<file path="src/rtl/cwl_pkg.sv">
// Shared constants and types of the card write, erase and lock command decoder.
package cwl_pkg;

    // Command indices handled by the decoder.
    localparam logic [5:0] CMD_GO_IDLE        = 6'h00;
    localparam logic [5:0] CMD_STOP           = 6'h0c;
    localparam logic [5:0] CMD_BLOCK_LEN_SEL  = 6'h10;
    localparam logic [5:0] CMD_BLOCK_COUNT    = 6'h17;
    localparam logic [5:0] CMD_WRITE_SINGLE   = 6'h18;
    localparam logic [5:0] CMD_WRITE_MULTI    = 6'h19;
    localparam logic [5:0] CMD_ID_PROGRAM     = 6'h1a;
    localparam logic [5:0] CMD_CONFIG_PROGRAM = 6'h1b;
    localparam logic [5:0] CMD_ERASE_START    = 6'h23;
    localparam logic [5:0] CMD_ERASE_END      = 6'h24;
    localparam logic [5:0] CMD_ERASE          = 6'h26;
    localparam logic [5:0] CMD_LOCK_UNLOCK    = 6'h2a;
    localparam logic [5:0] CMD_SEC_PREFIX     = 6'h37;

    // One bit per command index that has a security meaning after the prefix.
    localparam logic [63:0] SEC_CMD_SET = 64'h0000_0000_0306_0000;

    // Block sizes and field positions.
    localparam logic [11:0] BLK_WR_BYTES      = 12'h200;
    localparam logic [11:0] BLK_LEN_MAX       = 12'h800;
    localparam logic [11:0] BLK_LEN_RESET     = 12'h200;
    localparam logic [11:0] REG128_BYTES      = 12'h010;
    localparam int          BLK_ALIGN_LSB     = 9;
    localparam int          COUNT_MSB         = 15;
    localparam int          RCA_LSB           = 16;
    localparam logic [31:0] BLK_WR_STEP       = 32'h0000_0200;
    localparam logic        MISALIGN_WR_FLAG  = 1'b0;

    // Bits of the card-specific register that the config program may change.
    localparam logic [127:0] CSD_PROG_MASK = 128'h0000_0000_0000_0000_0000_0000_0000_ffff;
    localparam logic [127:0] CSD_RESET     = 128'h0000_0000_0000_0000_0000_0000_0000_0000;
    localparam logic [127:0] CID_RESET     = 128'h0000_0000_0000_0000_0000_0000_0000_0000;

    typedef enum logic [1:0] {
        ST_IDLE,
        ST_WAIT_START,
        ST_RX_DATA,
        ST_BUSY
    } cwl_state_e;

    typedef enum logic [2:0] {
        OP_NONE,
        OP_WRITE,
        OP_ERASE,
        OP_LOCK,
        OP_ID_PROG,
        OP_CONFIG_PROG
    } cwl_op_e;

    // Answer to a command, handed to the response framer.
    typedef struct packed {
        logic valid;
        logic busy_type;
        logic error;
    } cwl_resp_s;

    // Job handed to the flash back end.
    typedef struct packed {
        logic        start;
        cwl_op_e     op;
        logic [31:0] addr;
    } cwl_flash_s;

    typedef struct packed {
        cwl_state_e  st;
        cwl_op_e     op;
        logic [11:0] blk_len;
        logic [15:0] blk_cnt;
        logic        cnt_armed;
        logic        cnt_active;
        logic        multi;
        logic        sec_armed;
        logic        id_done;
        logic [31:0] addr;
        logic [31:0] erase_first;
        logic [31:0] erase_last;
        logic [14:0] bit_cnt;
        logic [14:0] bit_last;
        logic [127:0] wide;
        logic [127:0] id_reg;
        logic [127:0] csd_reg;
        logic [7:0]  byte_sr;
        logic        byte_valid;
        logic        dat_oe;
        cwl_resp_s   resp;
        cwl_flash_s  flash;
        logic        sec_valid;
        logic [5:0]  sec_index;
        logic [31:0] sec_arg;
    } cwl_regs_s;

endpackage

</file>
<file path="src/rtl/cwl_cmd_decoder.sv">
// Command decoder for block count, block write, register program, erase, lock and prefix.
`timescale 1ns/100ps
// Overview of operation
// RULE1: Block count command stores low sixteen argument bits; upper half must be zero.
// RULE2: Stored count applies only to the very next multiple-block command.
// RULE3: Single block write carries one fixed 512-byte block at the address.
// RULE4: Multiple write takes blocks until stop command or preset count runs out.
// RULE5: Misaligned write flag reads zero; writes stay within one physical block.
// RULE6: Identity register programs once; hardware blocks every later programming.
// RULE7: Config program changes only the programmable bits of the config register.
// RULE8: Erase start command latches its argument as first erase group address.
// RULE9: Erase end command latches its argument as last erase group address.
// RULE10: Erase command erases selected range with busy response while erasing.
// RULE11: Lock command receives a block to set passwords or lock; busy response.
// RULE12: Lock block length equals the most recently selected block length.
// RULE13: Prefix command carries relative address in upper half, arms security decode.
// RULE14: Security-defined index after the prefix runs the security function instead.
// RULE15: While busy the card holds the data line low, releasing on completion.
// RULE16: Block length select sets length for later block reads and lock.
// RULE17: Host sends erase start, erase end, erase, and waits for busy to end.
// RULE18: Repeated identity program is rejected, register kept, error in response.
module cwl_cmd_decoder
    import cwl_pkg::*;
(
    // Clock and reset.
    input  wire logic        clock_i,
    input  wire logic        reset_i,
    // Decoded command from the frame receiver.
    input  wire logic        cmd_valid_i,
    input  wire logic [5:0]  cmd_index_i,
    input  wire logic [31:0] cmd_arg_i,
    input  wire logic [15:0] card_relative_address_i,
    // Card bus pins.
    input  wire logic        card_clk_i,
    input  wire logic        card_dat_i,
    output logic             card_dat_o,
    output logic             card_dat_oe_o,
    // Answer to the response framer.
    output cwl_resp_s        resp_o,
    // Flash back end.
    output cwl_flash_s       flash_o,
    input  wire logic        flash_done_i,
    output logic             byte_valid_o,
    output logic [7:0]       byte_o,
    output logic [31:0]      erase_first_o,
    output logic [31:0]      erase_last_o,
    // Security function hand-off.
    output logic             sec_valid_o,
    output logic [5:0]       sec_index_o,
    output logic [31:0]      sec_arg_o,
    // Card registers and status.
    output logic [127:0]     card_identity_register_o,
    output logic [127:0]     card_specific_config_register_o,
    output logic             identity_programmed_o,
    output logic [11:0]      block_length_o,
    output logic             misaligned_write_allowed_o,
    output logic             busy_o
);
    cwl_regs_s r_reg;
    cwl_regs_s r_next;
    logic      clk_rise;
    logic      dat_level;

    cwl_pin_sync u_clk_sync (
        .clock_i (clock_i),
        .reset_i (reset_i),
        .pin_i   (card_clk_i),
        .level_o (),
        .rise_o  (clk_rise)
    );

    cwl_pin_sync u_dat_sync (
        .clock_i (clock_i),
        .reset_i (reset_i),
        .pin_i   (card_dat_i),
        .level_o (dat_level),
        .rise_o  ()
    );

    always_comb begin
        r_next            = r_reg;
        r_next.resp       = '0;
        r_next.byte_valid = 1'b0;
        r_next.flash      = r_reg.flash;
        r_next.flash.start = 1'b0;
        r_next.sec_valid  = 1'b0;

        // Data line side: start bit, payload, then busy until the back end is done.
        case (r_reg.st)
            ST_WAIT_START: begin
                if (clk_rise && !dat_level) begin
                    r_next.st      = ST_RX_DATA;
                    r_next.bit_cnt = 15'h0000;
                end
            end
            ST_RX_DATA: begin
                if (clk_rise) begin
                    r_next.byte_sr = {r_reg.byte_sr[6:0], dat_level};
                    r_next.wide    = {r_reg.wide[126:0], dat_level};
                    r_next.bit_cnt = r_reg.bit_cnt + 15'h0001;
                    if (r_reg.bit_cnt[2:0] == 3'h7) begin
                        r_next.byte_valid = 1'b1;
                    end
                    if (r_reg.bit_cnt == r_reg.bit_last) begin
                        r_next.st          = ST_BUSY;
                        r_next.dat_oe      = 1'b1;                        // [RULE15]
                        r_next.flash.start = 1'b1;
                        r_next.flash.op    = r_reg.op;
                        r_next.flash.addr  = r_reg.addr;
                        if (r_reg.op == OP_ID_PROG) begin
                            r_next.id_reg  = {r_reg.wide[126:0], dat_level};
                            r_next.id_done = 1'b1;                        // [RULE6]
                        end
                        if (r_reg.op == OP_CONFIG_PROG) begin
                            r_next.csd_reg = (r_reg.csd_reg & ~CSD_PROG_MASK) |
                                ({r_reg.wide[126:0], dat_level} & CSD_PROG_MASK); // [RULE7]
                        end
                    end
                end
            end
            ST_BUSY: begin
                if (flash_done_i) begin
                    r_next.dat_oe = 1'b0;                                 // [RULE15]
                    r_next.st     = ST_IDLE;
                    if (r_reg.op == OP_WRITE && r_reg.multi) begin
                        // Each block of a run lands at the next aligned slot.
                        r_next.addr = r_reg.addr + BLK_WR_STEP;           // [RULE4]
                        r_next.st   = ST_WAIT_START;
                        if (r_reg.cnt_active) begin
                            r_next.blk_cnt = r_reg.blk_cnt - 16'h0001;
                            if (r_reg.blk_cnt == 16'h0001) begin
                                r_next.st    = ST_IDLE;                   // [RULE4]
                                r_next.multi = 1'b0;
                            end
                        end
                    end
                end
            end
            default: begin
            end
        endcase

        if (cmd_valid_i && cmd_index_i == CMD_GO_IDLE) begin
            // Idle command returns the decoder to rest; programmed registers persist.
            r_next.st         = ST_IDLE;
            r_next.op         = OP_NONE;
            r_next.multi      = 1'b0;
            r_next.cnt_armed  = 1'b0;
            r_next.cnt_active = 1'b0;
            r_next.sec_armed  = 1'b0;
            r_next.dat_oe     = 1'b0;
            r_next.blk_len    = BLK_LEN_RESET;
        end else if (cmd_valid_i) begin
            // Any command consumes a pending count or prefix.
            r_next.cnt_armed = 1'b0;                                      // [RULE2]
            r_next.sec_armed = 1'b0;
            if (r_reg.sec_armed && SEC_CMD_SET[cmd_index_i]) begin
                r_next.sec_valid = 1'b1;                                  // [RULE14]
                r_next.sec_index = cmd_index_i;
                r_next.sec_arg   = cmd_arg_i;
            end else if (cmd_index_i == CMD_STOP) begin
                if (r_reg.multi) begin
                    r_next.multi      = 1'b0;                             // [RULE4]
                    r_next.cnt_active = 1'b0;
                    if (r_reg.st == ST_WAIT_START) begin
                        r_next.st = ST_IDLE;
                    end
                    r_next.resp.valid     = 1'b1;
                    r_next.resp.busy_type = (r_reg.st == ST_BUSY);
                end
            end else if (r_reg.st == ST_IDLE) begin
                r_next.resp.valid = 1'b1;
                case (cmd_index_i)
                    CMD_BLOCK_LEN_SEL: begin
                        if (cmd_arg_i == 32'h0000_0000 ||
                            cmd_arg_i > {20'h00000, BLK_LEN_MAX}) begin
                            r_next.resp.error = 1'b1;
                        end else begin
                            r_next.blk_len = cmd_arg_i[11:0];             // [RULE16]
                        end
                    end
                    CMD_BLOCK_COUNT: begin
                        if (cmd_arg_i[31:COUNT_MSB+1] != 16'h0000) begin
                            r_next.resp.error = 1'b1;
                        end else begin
                            r_next.blk_cnt   = cmd_arg_i[COUNT_MSB:0];    // [RULE1]
                            r_next.cnt_armed = 1'b1;                      // [RULE2]
                        end
                    end
                    CMD_WRITE_SINGLE,
                    CMD_WRITE_MULTI: begin
                        if (cmd_arg_i[BLK_ALIGN_LSB-1:0] != 9'h000) begin
                            r_next.resp.error = 1'b1;                     // [RULE5]
                        end else begin
                            r_next.st       = ST_WAIT_START;
                            r_next.op       = OP_WRITE;
                            r_next.addr     = cmd_arg_i;
                            r_next.bit_last = {BLK_WR_BYTES, 3'h7};       // [RULE3]
                            r_next.multi    = (cmd_index_i == CMD_WRITE_MULTI); // [RULE4]
                            r_next.cnt_active = (cmd_index_i == CMD_WRITE_MULTI) &&
                                r_reg.cnt_armed && (r_reg.blk_cnt != 16'h0000); // [RULE2]
                        end
                    end
                    CMD_ID_PROGRAM: begin
                        if (r_reg.id_done) begin
                            r_next.resp.error = 1'b1;                     // [RULE18]
                        end else begin
                            r_next.st       = ST_WAIT_START;
                            r_next.op       = OP_ID_PROG;
                            r_next.bit_last = {REG128_BYTES, 3'h7};
                            r_next.multi    = 1'b0;
                        end
                    end
                    CMD_CONFIG_PROGRAM: begin
                        r_next.st       = ST_WAIT_START;
                        r_next.op       = OP_CONFIG_PROG;
                        r_next.bit_last = {REG128_BYTES, 3'h7};
                        r_next.multi    = 1'b0;
                    end
                    CMD_ERASE_START: begin
                        r_next.erase_first = cmd_arg_i;                   // [RULE8]
                    end
                    CMD_ERASE_END: begin
                        r_next.erase_last = cmd_arg_i;                    // [RULE9]
                    end
                    CMD_ERASE: begin
                        // No data phase: busy starts at once and lasts for the erase.
                        r_next.resp.busy_type = 1'b1;                     // [RULE10]
                        r_next.st          = ST_BUSY;
                        r_next.op          = OP_ERASE;
                        r_next.multi       = 1'b0;
                        r_next.dat_oe      = 1'b1;                        // [RULE15]
                        r_next.flash.start = 1'b1;
                        r_next.flash.op    = OP_ERASE;
                        r_next.flash.addr  = r_reg.erase_first;
                    end
                    CMD_LOCK_UNLOCK: begin
                        r_next.resp.busy_type = 1'b1;                     // [RULE11]
                        r_next.st       = ST_WAIT_START;
                        r_next.op       = OP_LOCK;
                        r_next.multi    = 1'b0;
                        r_next.bit_last = {r_reg.blk_len, 3'h7} - 15'h0008; // [RULE12]
                    end
                    CMD_SEC_PREFIX: begin
                        if (cmd_arg_i[31:RCA_LSB] == card_relative_address_i) begin
                            r_next.sec_armed = 1'b1;                      // [RULE13]
                        end else begin
                            r_next.resp.valid = 1'b0;
                        end
                    end
                    default: begin
                        // Other indices belong to neighbouring decoders.
                        r_next.resp.valid = 1'b0;
                    end
                endcase
            end
        end

        // Write and register blocks end at byte count minus one bit.
        if (cmd_valid_i && r_reg.st == ST_IDLE &&
            (cmd_index_i == CMD_WRITE_SINGLE || cmd_index_i == CMD_WRITE_MULTI ||
             cmd_index_i == CMD_ID_PROGRAM || cmd_index_i == CMD_CONFIG_PROGRAM) &&
            !(r_reg.sec_armed && SEC_CMD_SET[cmd_index_i])) begin
            r_next.bit_last = r_next.bit_last - 15'h0008;
        end
    end

    always_ff @(posedge clock_i or posedge reset_i) begin
        if (reset_i) begin
            r_reg             <= '0;
            r_reg.st          <= ST_IDLE;
            r_reg.op          <= OP_NONE;
            r_reg.blk_len     <= BLK_LEN_RESET;
            r_reg.id_reg      <= CID_RESET;
            r_reg.csd_reg     <= CSD_RESET;
            r_reg.flash.op    <= OP_NONE;
        end else begin
            r_reg <= r_next;
        end
    end

    // The line is only ever pulled low; the pad releases it when not enabled.
    assign card_dat_o                      = 1'b0;
    assign card_dat_oe_o                   = r_reg.dat_oe;
    assign resp_o                          = r_reg.resp;
    assign flash_o                         = r_reg.flash;
    assign byte_valid_o                    = r_reg.byte_valid;
    assign byte_o                          = r_reg.byte_sr;
    assign erase_first_o                   = r_reg.erase_first;
    assign erase_last_o                    = r_reg.erase_last;
    assign sec_valid_o                     = r_reg.sec_valid;
    assign sec_index_o                     = r_reg.sec_index;
    assign sec_arg_o                       = r_reg.sec_arg;
    assign card_identity_register_o        = r_reg.id_reg;
    assign card_specific_config_register_o = r_reg.csd_reg;
    assign identity_programmed_o           = r_reg.id_done;
    assign block_length_o                  = r_reg.blk_len;
    assign misaligned_write_allowed_o      = MISALIGN_WR_FLAG;                // [RULE5]
    assign busy_o                          = r_reg.dat_oe;
endmodule

</file>
<file path="src/rtl/cwl_pin_sync.sv">
// Two-flop synchroniser for one pin with a rising-edge detector behind it.
`timescale 1ns/100ps
module cwl_pin_sync
    import cwl_pkg::*;
(
    // Clock and reset.
    input  wire logic clock_i,
    input  wire logic reset_i,
    // Pin and its synchronised forms.
    input  wire logic pin_i,
    output logic      level_o,
    output logic      rise_o
);
    logic [2:0] sync_reg;

    // Only stage 1 reads stage 0; the edge compare looks at stages 1 and 2.
    always_ff @(posedge clock_i or posedge reset_i) begin
        if (reset_i) begin
            sync_reg <= 3'h0;
        end else begin
            sync_reg <= {sync_reg[1:0], pin_i};
        end
    end

    assign level_o = sync_reg[1];
    assign rise_o  = sync_reg[1] & ~sync_reg[2];
endmodule

</file>
<file path="config.mk">
export PLATFORM = sky130hd
export DESIGN_NAME = cwl_cmd_decoder
export DESIGN_NICKNAME = d
export VERILOG_FILES = /design/src/rtl/cwl_pkg.sv /design/src/rtl/cwl_cmd_decoder.sv /design/src/rtl/cwl_pin_sync.sv
export SDC_FILE = /design/constraint.sdc
export NUM_CORES = 1
export LEC_CHECK = 0
export ABC_AREA = 1
export BUFFER_PORTS_ARGS = -buffer_cell sky130_fd_sc_hd__buf_2
export CAP_MARGIN = 20
export CORE_MARGIN = 5
export CORE_UTILIZATION = 60
export DETAILED_ROUTE_END_ITERATION = 16
export GPL_ROUTABILITY_DRIVEN = 1
export PLACE_DENSITY = 0.94
export SLEW_MARGIN = 20
export SYNTH_ARGS = -nofsm -noshare
export SYNTH_HDL_FRONTEND = slang
export SYNTH_SLANG_ARGS = --single-unit
</file>
<file path="constraint.sdc">
create_clock -name clock_i -period 51.5 [get_ports clock_i]
set_clock_uncertainty 0.05 [all_clocks]
set_input_delay 10.3 -clock clock_i [delete_from_list [all_inputs] [get_ports clock_i]]
set_output_delay 10.3 -clock clock_i [all_outputs]
set_load 0.01 [all_outputs]
</file>
# Word-level counts from Yosys, hierarchy flattened
# Memories as Yosys holds them, arrays and structs flattened.
# Index checks and enable logic that the tools add are counted.
dict set report word_totals {
  reg_bits 640
  mem_bits_ro 64
  input_bits 60
  out_inout_bits 424
  wordCells 222
  n_memories 1
}
dict set report op_classes {
  addsub 5
  magnitude_cmp 2
  n_eq_ne 34
  muxes 100
  bitwise 6
  n_reduce_logical 43
}
# name words width rd rd_clocked_by_memory_dff wr line
set memory_table {}
lappend memory_table {{(name not given)} 64 1 1 0 0 cwl_cmd_decoder.sv:263} ;# !(r_reg.sec_armed && SEC_CMD_SET[cmd_index_i])) begin
# cell n
set op_table {}
lappend op_table {{393-bit 2-to-1 mux} 2}
lappend op_table {{96-bit 2-to-1 mux} 5}
lappend op_table {{128-bit 2-to-1 mux} 2}
lappend op_table {{256-bit 2-to-1 mux} 1}
lappend op_table {{32-bit 2-to-1 mux} 8}
lappend op_table {{15-bit 2-to-1 mux} 10}
lappend op_table {{37-bit 2-to-1 mux} 4}
lappend op_table {{36-bit 2-to-1 mux} 4}
lappend op_table {{128-bit by 16-bit bitwise OR with 128-bit output} 1}
lappend op_table {{16-bit 2-to-1 mux} 5}
lappend op_table {{40-bit 2-to-1 mux} 2}
lappend op_table {{79-bit 2-to-1 mux} 1}
lappend op_table {{78-bit 2-to-1 mux} 1}
lappend op_table {{15-bit one-hot mux with 4 select lines} 1}
lappend op_table {{17-bit 2-to-1 mux} 3}
lappend op_table {{39-bit 2-to-1 mux} 1}
lappend op_table {{6-bit by 5-bit == test with 1-bit output (second input constant)} 6}
lappend op_table {{32-bit by 10-bit adder with 32-bit output (second input constant)} 1}
lappend op_table {{32-bit by 12-bit > comparator with 1-bit output (second input constant)} 1}
lappend op_table {{32-bit zero test} 1}
lappend op_table {{16-bit nonzero test} 2}
lappend op_table {{6-bit == test (second input constant)} 5}
lappend op_table {{15-bit one-hot mux with 2 select lines} 1}
lappend op_table {{15-bit by 4-bit subtractor with 15-bit output (second input constant)} 2}
lappend op_table {{other kinds (42)} 120}

# Depth between registers and ports, before layout
dict set report depth {
  depth_word 13
  depth_mapped 20
}

# Hierarchy
# Synthesis repeated with hierarchy kept, for this count alone.
dict set report unflattened {
  hier_cells 2961
  area_unflattened_um2 25411.9
}
# module instances cells_per_inst area_each_um2
set by_module_without_submodules {}
lappend by_module_without_submodules {cwl_cmd_decoder 1 2949 25234.2}
lappend by_module_without_submodules {cwl_pin_sync 2 6 88.8}

# Worst setup path after synthesis
# No wires, ideal clock.
dict set report synth_timing {
  path_kind {input -> register}
  startpoint {in cmd_index_i[0]}
  endpoint {reg r_reg[485] (netlist bit)}
  arrival_time_ns 12.257
  required_time_ns 51.334
  path_slack_ns 39.076
  path_stages 18
  n_path_buf 1
  cell_sequence {inv_1 -> ha_1 -> nand3_1 -> nor2_1 -> nor2_2 -> nand2_2 -> nor2_8 -> nand3_2 -> buf_6 -> a21oi_1 -> ha_1 -> inv_1 -> nor2_1 -> nand3_1 -> nor2_2 -> nand2_1 -> nand2_1 -> nand2_1}
}
# element line
set synth_rtl {}
lappend synth_rtl {{start: declaration} cwl_cmd_decoder.sv:30} ;# input wire logic [5:0] cmd_index_i,
lappend synth_rtl {{end signal: assignment} cwl_cmd_decoder.sv:278} ;# r_reg <= r_next;
lappend synth_rtl {{end: declaration} cwl_cmd_decoder.sv:59} ;# cwl_regs_s r_reg;

==> results.py <==
metrics = {
    "worst_setup_path": {
        "rrSetupSlack_ns": 46.53,
        "cp_slowest_stage_delay_ns": 1.00,
        "cp_num_buf_inv": 5,
        "cp_max_fo": 36,
        "crit_arrival_ns": 13.53,
        "r2r-start": "u_clk_sync.sync_reg[1]",
        "crit_slowest_cell": "clkinv_1",
        "endpoint": "r_reg[583]",
        "worstSetupPathType": "input port to register",
        "crit_top_cell": "nand2_1",
        "r2r_cells": 10,
        "crit_chain": "buf_2 -> inv_1 -> ha_1 -> nand2_1 -> nand2_1 -> nand2_2 -> nand2_1 -> inv_1 -> nand2_1 -> nor2_1 -> clkinv_1 -> o21ai_0 -> inv_1",
        "cp_top_family": "buffers and inverters",
        "crit_start": "cmd_index_i[1]",
        "critPathLaunchType": "input port",
        "required_ns": 51.93,
        "rr_endpoint": "card_identity_register_o[39]",
        "end_kind": "register",
        "cp.depth": 13,
    },
    "cts": {
        "cts_max_level": 2,
        "cts_resized": 0,
        "postCtsSetupBuffers": 0,
        "cts_tree": "built",
        "hold_buffers": 0,
        "clk_pin_slew_ns": 0.06,
        "insertion_delay_ns": 0.60,
        "cts_buffer_depth": 3,
        "cts_buffers": 52,
        "clock_sinks": 518,
        "cts_root_buffer": "clkbuf_16",
    },
    "power_and_ir_drop": {
        "ir_worst_vdd_v": 0.0000317,
        "p_leak_nw": 15.0,
        "power.density_nw_per_um2": 37.4,
    },
    "yosys": {
        "syn_area_per_cell_sq_um": 8.10,
        "yosysSeqAreaShare_pct": 48.5,
        "synth_cells": 3299,
        "async_flop_share_pct": 100,
        "yosysTopAreaCellShare_pct": 48.4,
        "yosys-top-cells-area": "dfrtp_1 (48%), buf_4 (12%), nand2_1 (12%), o21ai_0 (5.6%), inv_1 (4.7%)",
        "synth_flop_cell": "dfrtp_1",
        "yosysWarnings": 0,
        "synth-edff-count": 0,
        "ys_ff_latch": 518,
        "ys_types": 47,
        "yosys.area.top_type": "dfrtp_1",
        "synth_area_sq_um": 26700,
    },
    "sta": {
        "fin_ws_ns": 38.40,
        "tightest_slew_ns": 1.12,
        "period_share_pct": 25.4,
        "finalHoldViolations": 0,
        "holdWs_ns": 0.299,
        "tns_ns": 0,
        "slew_viol_final": 0,
        "layout_min_cycle_time_ns": 13.10,
        "max_freq_mhz": 76.3,
        "slew_headroom_pct": 25.4,
        "rsz0062_at_grt": "no",
        "setup_violations": 0,
    },
    "run": {
        "drv_cap": 0,
    },
    "route": {
        "vias": 21700,
        "detail-route-antenna-nets": 0,
        "route.met2.wl_microns": 32000,
        "drc_errors": 0,
        "drt_wl_total_microns": 69300,
        "highest_layer": "met5",
        "dr.pass1.iters": 6,
        "wl_per_cell_microns": 17.7,
        "vias_per_cell": 5.53,
        "met1_length_microns": 26900,
        "route.met3.wl_microns": 7250,
        "drt_iter0_markers": 2512,
    },
    "die": {
        "core_area_sq_um": 44100,
        "num_io_pins": 484,
        "die_h_microns": 221,
        "rows": 77,
        "initial_core_util_pct": 60.6,
        "die-area_sq_um": 48900,
        "dieWidth_microns": 221,
    },
    "placed_design": {
        "portBuffers": 369,
        "place_ws_ns": 37.93,
        "gp_congestion": 0.946,
        "dpl.hpwl_microns": 46800,
    },
    "layout": {
        "drive_gt1_share_pct": 16.4,
        "largest_reg_flops": 212,
        "layout_commonest_cell": "nand2_1",
        "syn_to_final_growth_pct": 4.99,
        "nets": 3359,
        "layout_common_cells": "nand2_1 (820), dfrtp_1 (517), buf_2 (369)",
    },
    "min_path": {
        "min_path_type": "register to register",
    },
    "run_status": {
        "status": "complete, no violations",
    },
    "grt": {
        "grt_antenna_before_repair": 3,
        "track_usage_pct": 27.4,
        "grt_pass1_vias": 20700,
        "grt_max_degree": 158,
        "grt_pass1_wl_microns": 111000,
        "overflow": 0,
    },
}
-- worst min path at each step --
stage / from / to / slack, ns / cells past startpoint
3_5_place_dp: u_dat_sync.sync_reg[0] / u_dat_sync.sync_reg[1] / 0.29 / 0
3_3_place_gp: u_dat_sync.sync_reg[0] / u_dat_sync.sync_reg[1] / 0.29 / 0
5_1_grt: u_dat_sync.sync_reg[0] / u_dat_sync.sync_reg[1] / 0.32 / 0
2_1_floorplan: u_clk_sync.sync_reg[0] / u_clk_sync.sync_reg[1] / 0.28 / 0
6_report: u_dat_sync.sync_reg[0] / u_dat_sync.sync_reg[1] / 0.30 / 0
4_1_cts: u_dat_sync.sync_reg[0] / u_dat_sync.sync_reg[1] / 0.31 / 0
-- report_power, final --
group / switching [mW] / internal [mW]
Sequential: 0.0246 / 0.433
Combinational: 0.132 / 0.0450
Clock: 0.164 / 0.252
-- routing by layer --
layer | vias to the layer above | track usage (%)
met5 | - | 0
met4 | 2 | 11.6
met3 | 200 | 7.43
met2 | 1255 | 42.6
met1 | 10400 | 36.6
li1 | 9867 | -
-- cell type report --
type | count | area, sq um
clock inverter | 22 | 378
sequential | 518 | 13000
timing repair buffer | 384 | 1970
tap | 592 | 741
clock buffer | 72 | 1520
antenna | 2 | 5.00
inverter | 345 | 1310
multi-input combinational | 1987 | 9170
fill | 3439 | 16100
-- synthesized netlist by cell type (2+ instances only) --
cell / number
nor4_1: 8
o21ai_0: 301
buf_6: 2
nor3_2: 2
buf_4: 422
nor2_1: 285
nand3b_1: 4
nor2_2: 5
dfrtp_1: 517
o22ai_1: 2
inv_1: 336
clkbuf_1: 100
nor3_1: 17
nand4_1: 152
a21oi_2: 3
a21oi_1: 35
nor2_4: 3
or2_2: 31
buf_2: 35
a31oi_1: 14
nor2_8: 2
inv_2: 7
clkinv_1: 2
o211ai_1: 7
xor2_1: 35
nand3_1: 97
nand2_1: 820
xnor2_1: 10
buf_1: 3
ha_1: 11
nor3b_1: 2
nand2_2: 8
a31o_2: 2
a211oi_1: 4
nand3_2: 3
-- metrics by stage --
stage | power, mW | instance area (sq um) | cells | util, %
after floorplan | 0.604 | 27100 | 3412 | -
after CTS | 1.05 | 28000 | 3920 | 63.5
after global routing | 1.09 | 28100 | 3922 | 63.6
after global placement | 0.630 | 26100 | 3826 | 59.2
final | 1.05 | 28100 | 3922 | 63.6
after detailed placement | 0.635 | 26100 | 3826 | 59.2
-- cell families (layout without fill, tap and decap cells) --
logic type                 Yosys count  in the layout  share of synthesized area (%)
other                                1            116                         0.0140
buffers and inverters              907            823                           18.9
AOI/OAI and AO/OA                  373            373                           7.29
and+or+nand+nor                   1443           1443                           23.3
DFF                                518            518                           48.5
adders and majority gates           11             11                          0.515
xor gates and xnor gates            45             45                           1.48
muxes                                1              1                         0.0375
(Power assumes the default switching activity.)
